`src/rtl/spbs_pkg.sv`:
```
package spbs_pkg;

   // ------------------------------------------------------------
   // Register addresses on the special function register port
   // ------------------------------------------------------------
   localparam logic [7:0] SERIAL_CONTROL_STATUS_ADDR  = 8'h98;
   localparam logic [7:0] SERIAL_DATA_BUFFER_ADDR  = 8'h99;
   localparam logic [7:0] BTFD_ADDR  = 8'h9d;
   localparam logic [7:0] BTCON_ADDR = 8'h9e;

   // ------------------------------------------------------------
   // Reset values and implemented bits
   // ------------------------------------------------------------
   localparam logic [7:0] SERIAL_CONTROL_STATUS_RST   = 8'h00;
   localparam logic [7:0] SERIAL_DATA_BUFFER_RST   = 8'h00;
   localparam logic [7:0] BTCON_RST  = 8'h00;
   localparam logic [7:0] BTFD_RST   = 8'h00;
   localparam logic [7:0] BTCON_MASK = 8'h87;

   // ------------------------------------------------------------
   // Field positions
   // ------------------------------------------------------------
   localparam int MODE_HI_POS = 7;
   localparam int MODE_LO_POS = 6;
   localparam int MP_EN_POS   = 5;
   localparam int RX_EN_POS   = 4;
   localparam int TX9_POS     = 3;
   localparam int RX9_POS     = 2;
   localparam int TXDONE_POS  = 1;
   localparam int RXDONE_POS  = 0;
   localparam int BT_EN_POS   = 7;
   localparam int BT_DIV_HI   = 2;

   // ------------------------------------------------------------
   // Timing counts
   // ------------------------------------------------------------
   localparam logic [3:0] M0_LAST_SUB  = 4'hb;  // 12 core cycles a bit
   localparam logic [3:0] M0_RISE_SUB  = 4'h6;  // Shift clock rises here
   localparam logic [3:0] OVS_LAST_SUB = 4'hf;  // 16 ticks a bit
   localparam logic [3:0] OVS_MID_SUB  = 4'h7;  // Middle of a bit
   localparam logic [3:0] BITS8_LAST   = 4'h7;
   localparam logic [3:0] BITS9_LAST   = 4'h8;
   localparam logic [1:0] FIX_LAST     = 2'h3;  // Core clock / 4 tick
   localparam logic [8:0] FRAC_STEP    = 9'h020;
   localparam logic [8:0] FRAC_BASE    = 9'h040;

   // ------------------------------------------------------------
   // Types
   // ------------------------------------------------------------
   typedef enum logic [1:0] {
      MODE_SHIFT  = 2'b00,
      MODE_UART8  = 2'b01,
      MODE_UART9F = 2'b10,
      MODE_UART9V = 2'b11
   } spbs_mode_t;

   typedef enum logic [1:0] {
      ST_IDLE  = 2'b00,
      ST_START = 2'b01,
      ST_DATA  = 2'b11,
      ST_STOP  = 2'b10
   } spbs_state_t;

   typedef struct packed {
      logic [7:0] addr;
      logic [7:0] wdata;
      logic       wr;
      logic       rd;
   } spbs_sfr_req_t;

   typedef struct packed {
      logic timer_a_ovf;
      logic timer_b_ovf;
      logic timer_b_run;
      logic timer_b_rx_clock_select;
      logic timer_b_tx_clock_select;
      logic legacy_rate_double_bit;
   } spbs_legacy_t;

endpackage

```
`src/rtl/spbs_baud_timer.sv`:
```
`timescale 1ns/10ps

module spbs_baud_timer (
   // Clock and reset
   input  wire logic       clk,
   input  wire logic       resetn,
   // Divider settings
   input  wire logic [2:0] div_sel,
   input  wire logic [7:0] frac_div,
   // Sixteen-times bit rate tick
   output logic            tick16
);
   import spbs_pkg::*;

   typedef struct packed {
      logic [6:0] pre;
      logic [8:0] acc;
      logic       tick;
   } spbs_bt_t;

   spbs_bt_t   s_reg;
   spbs_bt_t   s_next;
   logic [6:0] pre_last;
   logic [8:0] limit;
   logic [8:0] sum;

   // Binary prescaler, then a fractional accumulator; the remainder
   // carries over so the long-run rate is exact, not rounded
   always_comb begin
      pre_last = 7'((8'h01 << div_sel) - 8'h01);
      limit    = {1'b0, frac_div} + FRAC_BASE;
      sum      = s_reg.acc + FRAC_STEP;
      s_next      = s_reg;
      s_next.tick = 1'b0;
      if (s_reg.pre >= pre_last) begin
         s_next.pre = '0;
         if (sum >= limit) begin
            s_next.acc  = sum - limit;
            s_next.tick = 1'b1;
         end else begin
            s_next.acc = sum;
         end
      end else begin
         s_next.pre = s_reg.pre + 7'h01;
      end
   end

   // State register
   always_ff @(posedge clk or negedge resetn) begin
      if (!resetn) begin
         s_reg <= '0;
      end else begin
         s_reg <= s_next;
      end
   end

   assign tick16 = s_reg.tick;

endmodule

```
`src/rtl/spbs_serial_port.sv`:
```
`timescale 1ns/10ps

module spbs_serial_port (
   // Clock and reset
   input  wire logic                   CLK,
   input  wire logic                   RESETN,
   // Special function register port
   input  wire spbs_pkg::spbs_sfr_req_t SFR_REQ,
   output logic [7:0]                  SFR_RDATA,
   // Legacy baud sources from the general timers
   input  wire spbs_pkg::spbs_legacy_t LEGACY,
   output logic                        TIMER_B_BAUD_MODE,
   // Completion flags to the interrupt controller
   output logic                        TX_DONE_FLAG,
   output logic                        RX_DONE_FLAG,
   // Serial pins
   input  wire logic                   RXD_IN,
   output logic                        RXD_OUT,
   output logic                        RXD_OE_N,
   output logic                        TXD
);
   import spbs_pkg::*;

   // ------------------------------------------------------------
   // State
   // ------------------------------------------------------------
   typedef struct packed {
      logic [7:0]  serial_control_status;
      logic [7:0]  btcon;
      logic [7:0]  btfd;
      logic [7:0]  rbuf;
      logic [7:0]  rdata;
      logic        sy1;
      logic        sy2;
      logic [1:0]  fix_cnt;
      logic        t1_half;
      spbs_state_t tx_st;
      logic [8:0]  tx_sh;
      logic [3:0]  tx_bit;
      logic [3:0]  tx_sub;
      logic        m0_rx;
      spbs_state_t rx_st;
      logic [8:0]  rx_sh;
      logic [3:0]  rx_bit;
      logic [3:0]  rx_sub;
      logic        txd;
      logic        rxd_out;
      logic        rxd_oe_n;
   } spbs_core_t;

   localparam spbs_core_t CORE_RST = '{
      serial_control_status: SERIAL_CONTROL_STATUS_RST, btcon: BTCON_RST, btfd: BTFD_RST,
      rbuf: SERIAL_DATA_BUFFER_RST, rdata: 8'h00, sy1: 1'b1, sy2: 1'b1,
      fix_cnt: 2'h0, t1_half: 1'b0, tx_st: ST_IDLE,
      tx_sh: 9'h000, tx_bit: 4'h0, tx_sub: 4'h0, m0_rx: 1'b0,
      rx_st: ST_IDLE, rx_sh: 9'h000, rx_bit: 4'h0, rx_sub: 4'h0,
      txd: 1'b1, rxd_out: 1'b1, rxd_oe_n: 1'b1
   };

   spbs_core_t s_reg;
   spbs_core_t s_next;

   // ------------------------------------------------------------
   // Helpers
   // ------------------------------------------------------------
   // Baud source of one direction; fixed mode ignores all timers
   function automatic logic pick_tick(
      input spbs_mode_t mode,
      input logic       baud_timer_enable,
      input logic       t2sel,
      input logic       t3tick,
      input logic       t2tick,
      input logic       t1tick,
      input logic       fixtick
   );
      logic t;
      t = t1tick;
      if (mode == MODE_UART9F) begin
         t = fixtick;
      end else if (baud_timer_enable) begin
         t = t3tick;
      end else if (t2sel) begin
         t = t2tick;
      end
      return t;
   endfunction

   // Index of the last data bit for the current mode
   function automatic logic [3:0] last_bit(input spbs_mode_t mode);
      return (mode[1]) ? BITS9_LAST : BITS8_LAST;
   endfunction

   spbs_mode_t mode;
   logic       baud_timer_enable;
   logic       dbl;
   logic       t3_tick;
   logic       t1_tick;
   logic       fix_tick;
   logic       t2_rx_sel;
   logic       t2_tx_sel;
   logic       rx_tick;
   logic       tx_tick;
   logic       wr_serial_control_status;
   logic       wr_serial_data_buffer;
   logic       ti_set;
   logic       ri_set;
   logic       rb8_val;
   logic       tx_en;
   logic       tx_end;
   logic [7:0] rx_data;
   logic       rx_ok;

   // ------------------------------------------------------------
   // Baud sources
   // ------------------------------------------------------------
   spbs_baud_timer u_baud_timer (
      .clk      (CLK),
      .resetn   (RESETN),
      .div_sel  (s_reg.btcon[BT_DIV_HI:0]),
      .frac_div (s_reg.btfd),
      .tick16   (t3_tick)
   );

   // Decoded controls and per-direction ticks
   always_comb begin
      mode     = spbs_mode_t'({s_reg.serial_control_status[MODE_HI_POS], s_reg.serial_control_status[MODE_LO_POS]});
      baud_timer_enable     = s_reg.btcon[BT_EN_POS];
      dbl      = LEGACY.legacy_rate_double_bit;
      // Doubling gives core/32, else core/64, in 16 ticks a bit
      fix_tick = dbl ? s_reg.fix_cnt[0] : (s_reg.fix_cnt == FIX_LAST);
      t1_tick  = LEGACY.timer_a_ovf & (dbl | s_reg.t1_half);
      t2_rx_sel = LEGACY.timer_b_run & LEGACY.timer_b_rx_clock_select;
      t2_tx_sel = LEGACY.timer_b_run & LEGACY.timer_b_tx_clock_select;
      rx_tick  = pick_tick(mode, baud_timer_enable, t2_rx_sel, t3_tick, LEGACY.timer_b_ovf, t1_tick, fix_tick);
      tx_tick  = pick_tick(mode, baud_timer_enable, t2_tx_sel, t3_tick, LEGACY.timer_b_ovf, t1_tick, fix_tick);
      wr_serial_control_status  = SFR_REQ.wr & (SFR_REQ.addr == SERIAL_CONTROL_STATUS_ADDR);
      wr_serial_data_buffer  = SFR_REQ.wr & (SFR_REQ.addr == SERIAL_DATA_BUFFER_ADDR);
      // Shift mode clocks every core cycle, 12 cycles a bit
      tx_en    = (mode == MODE_SHIFT) ? 1'b1 : tx_tick;
      tx_end   = (mode == MODE_SHIFT) ? (s_reg.tx_sub == M0_LAST_SUB)
                                      : (s_reg.tx_sub == OVS_LAST_SUB);
   end

   // Timer B loses only its overflow flag in baud mode; its external
   // flag path is untouched and still interrupts
   assign TIMER_B_BAUD_MODE = LEGACY.timer_b_run
                            & (LEGACY.timer_b_rx_clock_select
                             | LEGACY.timer_b_tx_clock_select);

   // ------------------------------------------------------------
   // Next state
   // ------------------------------------------------------------
   always_comb begin
      s_next  = s_reg;
      ti_set  = 1'b0;
      ri_set  = 1'b0;
      rb8_val = s_reg.serial_control_status[RX9_POS];
      rx_data = 8'h00;
      rx_ok   = 1'b0;

      // Receive pin synchroniser and legacy prescalers
      s_next.sy1     = RXD_IN;
      s_next.sy2     = s_reg.sy1;
      s_next.fix_cnt = s_reg.fix_cnt + 2'h1;
      if (LEGACY.timer_a_ovf) begin
         s_next.t1_half = ~s_reg.t1_half;
      end

      // Transmit engine; in shift mode it also runs shift receive
      case (s_reg.tx_st)
         ST_IDLE: begin
            s_next.tx_sub = 4'h0;
            s_next.tx_bit = 4'h0;
            if (wr_serial_data_buffer) begin
               s_next.tx_sh = {s_reg.serial_control_status[TX9_POS], SFR_REQ.wdata};
               s_next.m0_rx = 1'b0;
               // Shift mode skips start bit, data goes at once
               s_next.tx_st = (mode == MODE_SHIFT) ? ST_DATA : ST_START;
            end else if (mode == MODE_SHIFT && s_reg.serial_control_status[RX_EN_POS]
                         && !s_reg.serial_control_status[RXDONE_POS]) begin
               s_next.m0_rx = 1'b1;
               s_next.tx_st = ST_DATA;
            end
         end
         ST_START: begin
            if (tx_en) begin
               s_next.tx_sub = s_reg.tx_sub + 4'h1;
               if (tx_end) begin
                  s_next.tx_st = ST_DATA;
               end
            end
         end
         ST_DATA: begin
            if (tx_en) begin
               s_next.tx_sub = s_reg.tx_sub + 4'h1;
               // Shift receive samples on the rising shift clock
               if (mode == MODE_SHIFT && s_reg.m0_rx && s_reg.tx_sub == M0_RISE_SUB) begin
                  s_next.rx_sh = {1'b0, s_reg.sy2, s_reg.rx_sh[7:1]};
               end
               if (tx_end) begin
                  s_next.tx_sub = 4'h0;
                  s_next.tx_sh  = {1'b0, s_reg.tx_sh[8:1]};
                  s_next.tx_bit = s_reg.tx_bit + 4'h1;
                  if (mode == MODE_SHIFT) begin
                     if (s_reg.tx_bit == BITS8_LAST) begin
                        s_next.tx_st = ST_IDLE;
                        // Eight bits moved, flag at end of the eighth
                        if (s_reg.m0_rx) begin
                           ri_set  = 1'b1;
                           rx_data = s_next.rx_sh[7:0];
                           rx_ok   = 1'b1;
                        end else begin
                           ti_set = 1'b1;
                        end
                     end
                  end else if (s_reg.tx_bit == last_bit(mode)) begin
                     s_next.tx_st = ST_STOP;
                     ti_set       = 1'b1;
                  end
               end
            end
         end
         ST_STOP: begin
            if (tx_en) begin
               s_next.tx_sub = s_reg.tx_sub + 4'h1;
               if (tx_end) begin
                  s_next.tx_st = ST_IDLE;
               end
            end
         end
         default: s_next.tx_st = ST_IDLE;
      endcase

      // Shift receive stops as soon as enable drops
      if (s_reg.m0_rx && !s_reg.serial_control_status[RX_EN_POS]) begin
         s_next.tx_st = ST_IDLE;
         s_next.m0_rx = 1'b0;
      end

      // Asynchronous receive engine, 16 ticks a bit
      case (s_reg.rx_st)
         ST_IDLE: begin
            s_next.rx_sub = 4'h0;
            s_next.rx_bit = 4'h0;
            if (rx_tick && !s_reg.sy2 && mode != MODE_SHIFT && s_reg.serial_control_status[RX_EN_POS]) begin
               s_next.rx_st = ST_START;
            end
         end
         ST_START: begin
            if (rx_tick) begin
               s_next.rx_sub = s_reg.rx_sub + 4'h1;
               if (s_reg.rx_sub == OVS_MID_SUB) begin
                  // A glitch shorter than half a bit is no start
                  s_next.rx_sub = 4'h0;
                  s_next.rx_st  = s_reg.sy2 ? ST_IDLE : ST_DATA;
               end
            end
         end
         ST_DATA: begin
            if (rx_tick) begin
               s_next.rx_sub = s_reg.rx_sub + 4'h1;
               if (s_reg.rx_sub == OVS_LAST_SUB) begin
                  s_next.rx_sh  = {s_reg.sy2, s_reg.rx_sh[8:1]};
                  s_next.rx_bit = s_reg.rx_bit + 4'h1;
                  if (s_reg.rx_bit == last_bit(mode)) begin
                     s_next.rx_st = ST_STOP;
                  end
               end
            end
         end
         ST_STOP: begin
            if (rx_tick) begin
               s_next.rx_sub = s_reg.rx_sub + 4'h1;
               if (s_reg.rx_sub == OVS_LAST_SUB) begin
                  // Middle of the stop bit: frame complete
                  s_next.rx_st = ST_IDLE;
                  if (mode == MODE_UART8) begin
                     rx_data = s_reg.rx_sh[8:1];
                     rb8_val = s_reg.sy2;
                     rx_ok   = !s_reg.serial_control_status[MP_EN_POS] || s_reg.sy2;
                  end else begin
                     rx_data = s_reg.rx_sh[7:0];
                     rb8_val = s_reg.rx_sh[8];
                     rx_ok   = !s_reg.serial_control_status[MP_EN_POS] || s_reg.rx_sh[8];
                  end
                  ri_set = rx_ok;
               end
            end
         end
         default: s_next.rx_st = ST_IDLE;
      endcase

      // Clearing enable drops a frame in progress
      if (!s_reg.serial_control_status[RX_EN_POS] || mode == MODE_SHIFT) begin
         s_next.rx_st = ST_IDLE;
      end

      // Unread byte is simply replaced
      if (rx_ok) begin
         s_next.rbuf = rx_data;
      end

      // Register writes; hardware set wins over a clearing write
      if (wr_serial_control_status) begin
         s_next.serial_control_status = SFR_REQ.wdata;
      end
      if (ti_set) begin
         s_next.serial_control_status[TXDONE_POS] = 1'b1;
      end
      if (ri_set) begin
         s_next.serial_control_status[RXDONE_POS] = 1'b1;
         if (mode != MODE_SHIFT) begin
            s_next.serial_control_status[RX9_POS] = rb8_val;
         end
      end
      if (SFR_REQ.wr && SFR_REQ.addr == BTCON_ADDR) begin
         s_next.btcon = SFR_REQ.wdata & BTCON_MASK;
      end
      if (SFR_REQ.wr && SFR_REQ.addr == BTFD_ADDR) begin
         s_next.btfd = SFR_REQ.wdata;
      end

      // Read data held until the next read
      if (SFR_REQ.rd) begin
         case (SFR_REQ.addr)
            SERIAL_CONTROL_STATUS_ADDR:  s_next.rdata = s_reg.serial_control_status;
            SERIAL_DATA_BUFFER_ADDR:  s_next.rdata = s_reg.rbuf;
            BTCON_ADDR: s_next.rdata = s_reg.btcon;
            BTFD_ADDR:  s_next.rdata = s_reg.btfd;
            default:    s_next.rdata = 8'h00;
         endcase
      end

      // Pin drive from the next engine state, so pins are registered
      s_next.txd      = 1'b1;
      s_next.rxd_out  = 1'b1;
      s_next.rxd_oe_n = 1'b1;
      if (mode == MODE_SHIFT) begin
         if (s_next.tx_st == ST_DATA) begin
            // Clock low first half of each bit, high second half
            s_next.txd = (s_next.tx_sub >= M0_RISE_SUB);
            if (!s_next.m0_rx) begin
               s_next.rxd_out  = s_next.tx_sh[0];
               s_next.rxd_oe_n = 1'b0;
            end
         end
      end else begin
         case (s_next.tx_st)
            ST_START: s_next.txd = 1'b0;
            ST_DATA:  s_next.txd = s_next.tx_sh[0];
            default:  s_next.txd = 1'b1;
         endcase
      end
   end

   // ------------------------------------------------------------
   // State register
   // ------------------------------------------------------------
   always_ff @(posedge CLK or negedge RESETN) begin
      if (!RESETN) begin
         s_reg <= CORE_RST;
      end else begin
         s_reg <= s_next;
      end
   end

   // ------------------------------------------------------------
   // Outputs
   // ------------------------------------------------------------
   assign SFR_RDATA    = s_reg.rdata;
   assign TX_DONE_FLAG = s_reg.serial_control_status[TXDONE_POS];
   assign RX_DONE_FLAG = s_reg.serial_control_status[RXDONE_POS];
   assign TXD          = s_reg.txd;
   assign RXD_OUT      = s_reg.rxd_out;
   assign RXD_OE_N     = s_reg.rxd_oe_n;

endmodule

```
`config.mk`:
```
export PLATFORM = sky130hd
export DESIGN_NAME = spbs_serial_port
export DESIGN_NICKNAME = d
export VERILOG_FILES = /design/src/rtl/spbs_pkg.sv /design/src/rtl/spbs_baud_timer.sv /design/src/rtl/spbs_serial_port.sv
export SDC_FILE = /design/constraint.sdc
export NUM_CORES = 1
export LEC_CHECK = 0
export BUFFER_PORTS_ARGS = -buffer_cell sky130_fd_sc_hd__buf_2
export CAP_MARGIN = 20
export CORE_ASPECT_RATIO = 0.8
export CORE_MARGIN = 1
export CORE_UTILIZATION = 58
export DETAILED_ROUTE_END_ITERATION = 8
export PLACE_DENSITY_LB_ADDON = 0.05
export SYNTH_ARGS = -nofsm -noshare
export SYNTH_HDL_FRONTEND = slang
export SYNTH_SLANG_ARGS = --single-unit
```
`constraint.sdc`:
```
create_clock -name CLK -period 6.9 [get_ports CLK]
set_clock_uncertainty 0.15 [all_clocks]
set_input_delay 0.345 -clock CLK [delete_from_list [all_inputs] [get_ports CLK]]
set_output_delay 0.345 -clock CLK [all_outputs]
set_load 0.02 [all_outputs]
```
=== Word-level counts from Yosys, hierarchy flattened ===
Cells that the tools add are included.

* Add/subtract/negate cells: 10
* Shift-type cells: 1
* Divide/modulo/power cells: 0
* Reductions and logical operators: 32
* Mux-type cells: 98
* Equality and inequality tests: 41
* Magnitude comparators: 3
* Bitwise operators: 9
* Multiply operators: 0

{| class="wikitable"
|+ Operators with widths
! operator !! count
|-
| $mux 8 || 10
|-
| $mux 19 || 3
|-
| $mux 9 || 6
|-
| $mux 2 || 21
|-
| $mux 1 || 41
|-
| $eq 8x8->1 const B || 4
|-
| $pmux 8 s4 || 1
|-
| $ne 3x3->1 const B || 10
|-
| $pmux 13 s2 || 1
|-
| $mux 4 || 5
|-
| $add 4x1->4 const B || 4
|-
| $pmux 2 s4 || 2
|-
| $pmux 4 s4 || 1
|-
| $mux 15 || 1
|-
| $eq 2x2->1 const B || 7
|-
| $ne 2x2->1 const B || 7
|-
| $eq 4x3->1 const B || 3
|-
| $eq 4x4->1 const B || 3
|-
| $pmux 4 s3 || 1
|-
| $reduce_and 3->1 || 4
|-
| $logic_and 1x1->1 || 10
|-
| $reduce_bool 2->1 || 5
|-
| $add 8x7->9 const B || 1
|-
| $add 9x6->9 const B || 1
|-
| 24 further kinds || 42
|}

* Bits in latches: 0
* Logic and storage cells: 222
* Output and inout port bits: 14
* Memories kept: 0
* Bits of input ports: 27
* Memory bits (writable): 0
* Memory bits (read-only): 0
* Bits in registers: 100

=== Depth between registers and ports, before layout ===
Gate-level depths: netlist of the first run.

* Word-level depth: 13
* Gate-level depth with buffers: 15
* Depth with buffers taken out: 13

=== By module ===
From an unflattened synthesis of the first run, not the netlist that was laid out.

* Cells, all modules: 578
* Area, all modules: 5803.1 um^2

{| class="wikitable"
|+ Modules (own cells, without submodules)
! module !! seq. area each (um^2) !! instances !! area an instance (um^2) !! cells an instance
|-
| spbs_serial_port || 2083.2 || 1 || 4426.7 || 429
|-
| spbs_baud_timer || 425.4 || 1 || 1376.3 || 149
|}

=== Least setup slack after synthesis of the first run ===
OpenSTA, ideal clock, no wires.

* Path kind: reg-to-reg
* From: register s_reg[71] (netlist name)
* To: register u_baud_timer.s_reg[3] (netlist name)
* Data arrival time: 2.792 ns
* Library setup time: 0.135 ns
* Required time: 6.615 ns
* Buffers on the path: 3
* Slack: 3.823 ns
* Stages on the path, launching flop included: 15
* Period minus slack after synthesis: 3.077 ns
* Cell sequence: dfrtp_1 clkbuf_1 or3_1 ha_1 clkbuf_1 xor2_1 ha_1 nand2_1 o21ai_0 a31oi_1 o21ai_1 o21ai_0 clkbuf_1 nand2_1 o21ai_0

* Cells in the longest elaborated chain, start to end: 3

{| class="wikitable"
|+ Ends and longest elaborated chain
! item !! line !! text
|-
| start: declaration || spbs_serial_port.sv:60 || <nowiki>spbs_core_t s_reg;</nowiki>
|-
| start signal: assignment || spbs_serial_port.sv:363 || <nowiki>s_reg <= s_next;</nowiki>
|-
| $shl 1x3->7 || spbs_baud_timer.sv:30 || <nowiki>pre_last = 7'((8'h01 << div_sel) - 8'h01);</nowiki>
|-
| $sub 7x1->7 || spbs_baud_timer.sv:30 ||
|-
| $ge 7x7->1 || spbs_baud_timer.sv:35 || <nowiki>if (s_reg.pre >= pre_last) begin</nowiki>
|-
| end signal: assignment || spbs_baud_timer.sv:53 || <nowiki>s_reg <= s_next;</nowiki>
|-
| end: declaration || spbs_baud_timer.sv:21 || <nowiki>spbs_bt_t s_reg;</nowiki>
|}

No other way between the ends.
A chain may end at the register's enable or synchronous reset.

=== Final worst setup path of the first run ===
* From: register s_reg[72] (netlist name)
* To: register u_baud_timer.s_reg[4] (netlist name)

Same word-level chain as after synthesis.

==> qor.txt, run 1 <==
Critical Setup Path Class - reg -> reg
# setup viols final - 0
Die Width - 115.0 µm
Post-detailed-route wirelength per cell - 16.91 µm
First-pass GRT wire length - 21800 µm
Post-route setup slack - 3.539 ns
Synth Area in Simple Gates - 15.37%
Largest family of logic cells by synthesized area - compound AO/OA/AOI/OAI gates
Clock transition at the registers of the reported paths - 0.07 ns
Register area share after synthesis - 42.33%
Core area - 9769 µm²
Fin nets - 697
Final HPWL DP - 9690 µm
Sum of negative setup slack - 0 ns
CTS max path bufs - 2
Fillcell total - 832
Leak - 3.046 nW
Ys Warns - 0
Gate power share - 36.2%
Synth Area in Compound Gates - 17.92%
Dpl cells - 762
Int Pwr - 1.240 mW
Worst setup EP type - register
Commonest non-fill, non-tap cell in the layout - dfrtp_1
Synth Instances - 614
Post-Synth Adder-Cell Area - 6.671%
Via count - 4649
Post-synthesis mux area share - 8.676%
Final worst path period share - 48.71%
Relative slew slack - 32.52%
Startpoint types - register
Cts bufs inserted - 9
Mapped Nets - 672
Unrepaired setup endpoints after global routing - no
Ports - 41
Largest fanout on the critical path - 17
FP Rows - 32
Root buffer cell - clkbuf_16
Worst skew pair latency - 0.34 ns
Worst-Margin Slew - 1.010 ns
Hold_ws - 0.04500 ns
Total track usage - 26.63%
Average vias per placed instance - 5.968
Max-cap violations - 0
Antenna cells - 0
Chip Height - 92.42 µm
Hold path depth - 2
Most frequent cells in the layout - dfrtp_1 (95), nand2_1 (58), nor2_1 (58)
Part of the power in the clock network - 26.1%
#FFs+latches synth - 100
Residual DRC - 0
Syn_area_per_cell - 9.653 µm²
WP data arrival - 3.47 ns
DR iter-0 viols - 377
Largest net degree at the start of global routing - 55
PwrDens - 297.3 nW/µm²
Post-Route WL - 13180 µm
Main synth FF type - dfrtp_1
Max Slew Vio Count - 0
Post-Layout Cell Count - 779
Placer Congestion - 0.8645
Starting Density - 60.67%
Psw - 0.6789 mW
Sink Count - 100
Antenna violations before repair - 0
Synth Area in XOR/XNOR - 3.547%
Syn-to-layout area delta - 8.887%
Netlist cell types - 68
Port-buffer cells - 40
EDFF count, synth - 0
Reg2Reg Depth - 12
H-tree depth - 3
Dpl ws - 3.572 ns
Post-Syn Area - 5927 µm²
Ys async rst share - 100.0%
Share of post-route cells with drive strength above 1 - 17.11%
Vias in the first global route - 4312
1st-pass router iterations - 5
Max VDD drop - 0.1816 mV
Sw Ratio - 35.38%
Run status - finished, final reports clean
Post-route minimum period - 3.361 ns
CTS tree - built
Postcts setup bufs - 0
Worst hold path class - in -> reg
Final hold violations - 0
Max FFs per register - 66
Total grt overflow - 0
Post-route antenna net violation count - 0
FMAX - 297.5 MHz
Die area - 10630 µm²
Reg power frac - 37.6%
CP required - 7.00 ns
==> per-stage QoR <==
stage	utilization [%]	area, µm²	total power [mW]
global route	66.06	6454	2.045
finish	66.06	6454	1.919
detailed placement	62.86	6141	1.420
global placement	62.81	6136	1.396
CTS	66.06	6454	1.925
floorplan	-	5927	1.253
==> Yosys cell counts (3+ instances only) <==
library cell / count / area share, %
nor2b_1: 8 / 0.84
xor2_1: 13 / 1.9
nand4_1: 9 / 0.95
a22oi_1: 24 / 3.0
and2_1: 5 / 0.53
o21ai_1: 3 / 0.25
nand2_1: 58 / 3.7
and3_1: 6 / 0.63
inv_1: 39 / 2.5
a21o_1: 7 / 0.89
o31ai_1: 5 / 0.63
dfrtp_1: 95 / 40
nor3_1: 5 / 0.42
mux2_2: 35 / 6.6
nand2b_1: 6 / 0.63
a31oi_1: 3 / 0.32
ha_1: 30 / 6.3
o21ai_0: 31 / 2.6
buf_4: 9 / 1.1
buf_2: 6 / 0.51
xnor2_1: 11 / 1.6
mux2i_1: 12 / 2.0
a211oi_1: 6 / 0.76
o211ai_1: 3 / 0.38
o21a_1: 3 / 0.38
dfstp_2: 5 / 2.2
nand3_1: 14 / 1.2
a21oi_1: 22 / 1.9
clkbuf_1: 12 / 0.76
or3_1: 6 / 0.63
nor2_1: 58 / 3.7
a22o_1: 12 / 1.8
o211a_1: 3 / 0.51
o22ai_1: 8 / 0.84
==> cells by family (layout without fill, tap and decap cells) <==
logic type / after synthesis / in the layout
compound gates: 152 / 152
xor+xnor: 24 / 24
fa+ha+maj: 31 / 31
buf+inv: 70 / 99
flops: 100 / 100
mux: 47 / 47
simple gates: 190 / 190
==> power by group through the flow <==
stage          clock network [mW]  logic (mW)  registers [mW]
2_1_floorplan                   0       0.528           0.725
3_3_place_gp                    0       0.666           0.729
3_5_place_dp                    0       0.689           0.731
4_1_cts                     0.510       0.694           0.721
5_1_grt                     0.531       0.784           0.731
6_report                    0.501       0.695           0.722
==> final timing paths <==
| check | start | end | slack, ns |
|---|---|---|---|
| hold reg to reg | s_next[45]$_DFF_PN1_ | s_reg[45]$_DFF_PN1_ | 0.21 |
| setup / recovery | s_reg[72]$_DFFE_PN0P_ | u_baud_timer.s_reg[4]$_DFFE_PN0P_ | 3.54 |
| max in group asynchronous | RESETN | s_reg[20]$_DFFE_PN0P_ | 5.07 |
| setup reg to reg | s_reg[72]$_DFFE_PN0P_ | u_baud_timer.s_reg[4]$_DFFE_PN0P_ | 3.54 |
| hold / removal | LEGACY[5] | s_reg[42]$_DFFE_PN0P_ | 0.04 |
| min in group asynchronous | RESETN | SFR_RDATA[0]$_DFFE_PN0P_ | 0.41 |
==> critical path: stages, from the launching register on <==
cell,delay [ns]
dfrtp_1,0.45
or3_1,0.42
ha_1,0.28
xor2_1,0.19
ha_1,0.30
nand2_1,0.05
o21ai_0,0.21
a31oi_1,0.11
o21ai_1,0.14
buf_4,0.23
o21ai_0,0.27
buf_2,0.26
o31ai_1,0.22
==> routing by layer <==
layer,GRT usage [%],vias to the layer above,routed length [µm]
met5,0,-,0
met4,5.844,0,124
met3,5.039,12,717
met2,38.30,131,5805
met1,41.36,2271,6529
li1,-,2235,-
==> layout make-up <==
type	count	area, µm²	area share (%)
flip-flops and latches	100	2509	38.87
clock inverters	4	50.05	0.7755
clock buffers	11	242.7	3.761
repair buffers	45	242.7	3.761
inverters	39	146.4	2.268
multi-input cells	444	3093	47.93
well taps	136	170.2	2.637
==> timing repair <==
action | in CTS | in global routing
hold buffers | 2 | 0
setup endpoints to repair | 0 | 0
hold endpoints to repair | 44 | 0
gates resized for setup | 0 | 0
Power figures use the tool's default switching activity.
==> inputs of run 2 (changes only) <==
--- a/config.mk
+++ b/config.mk
@@ -9,7 +9,7 @@
 export CAP_MARGIN = 20
 export CORE_ASPECT_RATIO = 0.8
 export CORE_MARGIN = 1
-export CORE_UTILIZATION = 58
+export CORE_UTILIZATION = 55
 export DETAILED_ROUTE_END_ITERATION = 8
 export PLACE_DENSITY_LB_ADDON = 0.05
 export SYNTH_ARGS = -nofsm -noshare
==> constraint.sdc (replaced) <==
create_clock -name CLK -period 2.93 [get_ports CLK]
set_clock_uncertainty 0.15 [all_clocks]
set_input_delay 0.1465 -clock CLK [delete_from_list [all_inputs] [get_ports CLK]]
set_output_delay 0.1465 -clock CLK [all_outputs]
set_load 0.02 [all_outputs]
==> qor.txt, run 2 (same netlist as run 1, synthesis figures left out) <==
Via count - 4722 (+1.6%)
# setup viols final - 0 (unchanged)
Ports - 41 (unchanged)
Core area - 10360 µm² (+6.1%)
Starting Density - 57.19% (-3.5 points)
Leak - 3.180 nW (+4.4%)
CP max stage cell - dfrtp_1
Post-Layout Cell Count - 804 (+3.2%)
Max VDD drop - 0.4034 mV (+120%)
Crit. Startpoint - s_reg[72]$_DFFE_PN0P_
HP Start - SFR_REQ[3]
Max Slew Vio Count - 0 (unchanged)
Int Pwr - 3.147 mW (+150%)
Post-route minimum period - 2.794 ns (-0.5672 ns)
Residual DRC - 0 (unchanged)
PwrDens - 718.6 nW/µm² (+140%)
Commonest non-fill, non-tap cell in the layout - dfrtp_1
Share of post-route cells with drive strength above 1 - 18.98% (+1.9 points)
Antenna cells - 0 (unchanged)
Average vias per placed instance - 5.873 (-1.6%)
Crit-path cells - buf_4 > nor2_1 > nand2_1 > ha_4 > nor3_1 > a21o_1 > a21oi_1 > ha_1 > a21o_1 > a31oi_1 > o21ai_2 > o21ai_1 > buf_6 > o221ai_1
Dpl ws - 0.02112 ns (-3.551 ns)
CTS max path bufs - 2 (unchanged)
Max FFs per register - 66 (unchanged)
Sink Count - 100 (unchanged)
Psw - 1.678 mW (+150%)
Post-route antenna net violation count - 0 (unchanged)
Die Width - 118.1 µm (+2.6%)
Final HPWL DP - 10080 µm (+4.0%)
Relative slew slack - 59.94% (+27 points)
Startpoint types - register
FMAX - 357.9 MHz (+20%)
Die area - 11200 µm² (+5.3%)
Total track usage - 25.78% (-0.84 points)
Buffer and inverter count on the worst path - 2 (unchanged)
Largest stage delay, worst path - 0.38 ns (-0.07 ns)
Worst-Margin Slew - 0.6009 ns (-0.4087 ns)
Most frequent cells in the layout - dfrtp_1 (95), nand2_1 (58), nor2_1 (58)
Hold_ws - 0.01575 ns (-0.02925 ns)
Placer Congestion - 0.8343 (-3.5%)
Critical Setup Path Class - reg -> reg
Reg power frac - 35.1% (-2.5 points)
Total grt overflow - 0 (unchanged)
Antenna violations before repair - 0 (unchanged)
Run status - finished, final reports clean
Family with the most delay on the worst path - compound AO/OA/AOI/OAI gates
Post-route setup slack - 0.1363 ns (-3.403 ns)
Root buffer cell - clkbuf_16
Fin nets - 717 (+2.9%)
Cts bufs inserted - 9 (unchanged)
Vias in the first global route - 4520 (+4.8%)
Sw Ratio - 34.78% (-0.60 points)
H-tree depth - 3 (unchanged)
1st-pass router iterations - 5 (unchanged)
Max-cap violations - 0 (unchanged)
Clock transition at the registers of the reported paths - 0.07 ns (about the same)
First-pass GRT wire length - 22320 µm (+2.4%)
Part of the power in the clock network - 27.5% (+1.4 points)
Gate power share - 37.4% (+1.2 points)
Final worst path period share - 95.35% (+47 points)
DR iter-0 viols - 351 (-6.9%)
Final hold violations - 0 (unchanged)
Dpl cells - 775 (+1.7%)
Chip Height - 94.85 µm (+2.6%)
Reg2reg start - s_reg[72]$_DFFE_PN0P_
CTS tree - built
Total chip power - 4.826 mW (+150%)
Post-detailed-route wirelength per cell - 17.10 µm (+1.1%)
Port-buffer cells - 40 (unchanged)
Largest fanout on the critical path - 12 (-5)
Sum of negative setup slack - 0 ns (unchanged)
Worst hold path class - in -> reg
Worst setup EP type - register
Worst skew pair latency - 0.35 ns (about the same)
Post-Route WL - 13750 µm (+4.4%)
FP Rows - 33 (+3.1%)
Syn-to-layout area delta - 13.30%
CP required - 2.99 ns (-4.01 ns)
Most used cell, CP - a21o_1
Largest net degree at the start of global routing - 57 (+3.6%)
WP data arrival - 2.86 ns (-0.61 ns)
-- run 2: stage by stage --
step | instance area, µm² | util [%]
2_1_floorplan | 5934 | -
3_3_place_gp | 6232 | 60.14
3_5_place_dp | 6232 | 60.14
4_1_cts | 6679 | 64.45
5_1_grt | 6715 | 64.80
6_report | 6715 | 64.80
-- run 2: power by group through the flow --
stage | clock [mW] | combinational (mW) | sequential, mW
finish | 1.33 | 1.80 | 1.69
global placement | 0 | 1.64 | 1.71
floorplan | 0 | 1.27 | 1.71
CTS | 1.36 | 1.73 | 1.69
detailed placement | 0 | 1.70 | 1.71
global route | 1.40 | 2.00 | 1.71
-- run 2: layout make-up --
| cell class | count | area, µm² |
|---|---|---|
| inverter | 39 | 146.4 |
| sequential | 100 | 2509 |
| clock inverter | 4 | 70.07 |
| tap | 140 | 175.2 |
| multi-input combinational | 444 | 3114 |
| timing repair buffer | 65 | 434.2 |
| fill | 836 | 3649 |
| clock buffer | 12 | 266.5 |
-- run 2: final timing paths --
kind,end,cells past startpoint,slack [ns]
min reg2reg,s_reg[45]$_DFF_PN1_,0,0.21
min in group asynchronous,u_baud_timer.s_reg[15]$_DFF_PN0_,2,0.20
max reg2reg,u_baud_timer.s_reg[7]$_DFFE_PN0N_,14,0.14
max,u_baud_timer.s_reg[7]$_DFFE_PN0N_,14,0.14
min,TX_DONE_FLAG$_DFFE_PN0P_,2,0.02
max in group asynchronous,s_next[45]$_DFF_PN1_,3,1.67
-- run 2: worst reg2reg max path: stages (launching register included) --
cell	delay [ns]
dfrtp_1	0.38
buf_4	0.16
nor2_1	0.16
nand2_1	0.12
ha_4	0.20
nor3_1	0.14
a21o_1	0.10
a21oi_1	0.06
ha_1	0.29
a21o_1	0.18
a31oi_1	0.19
o21ai_2	0.12
o21ai_1	0.11
buf_6	0.17
o221ai_1	0.14
-- run 2: what timing repair did --
item,in CTS,in global routing
hold endpoints to repair,62,0
endpoints found under the setup margin,0,10
hold buffers,11,0
gates resized for setup,0,5
buffers inserted,0,2
-- run 2: routing by layer --
| metal | part of all wire [%] | vias to the layer above | GRT usage [%] |
|---|---|---|---|
| met5 | 0 | - | 0 |
| met4 | 1.0 | 0 | 7.372 |
| met3 | 4.9 | 15 | 4.891 |
| met2 | 45 | 125 | 39.80 |
| met1 | 49 | 2307 | 37.03 |
| li1 | - | 2275 | - |
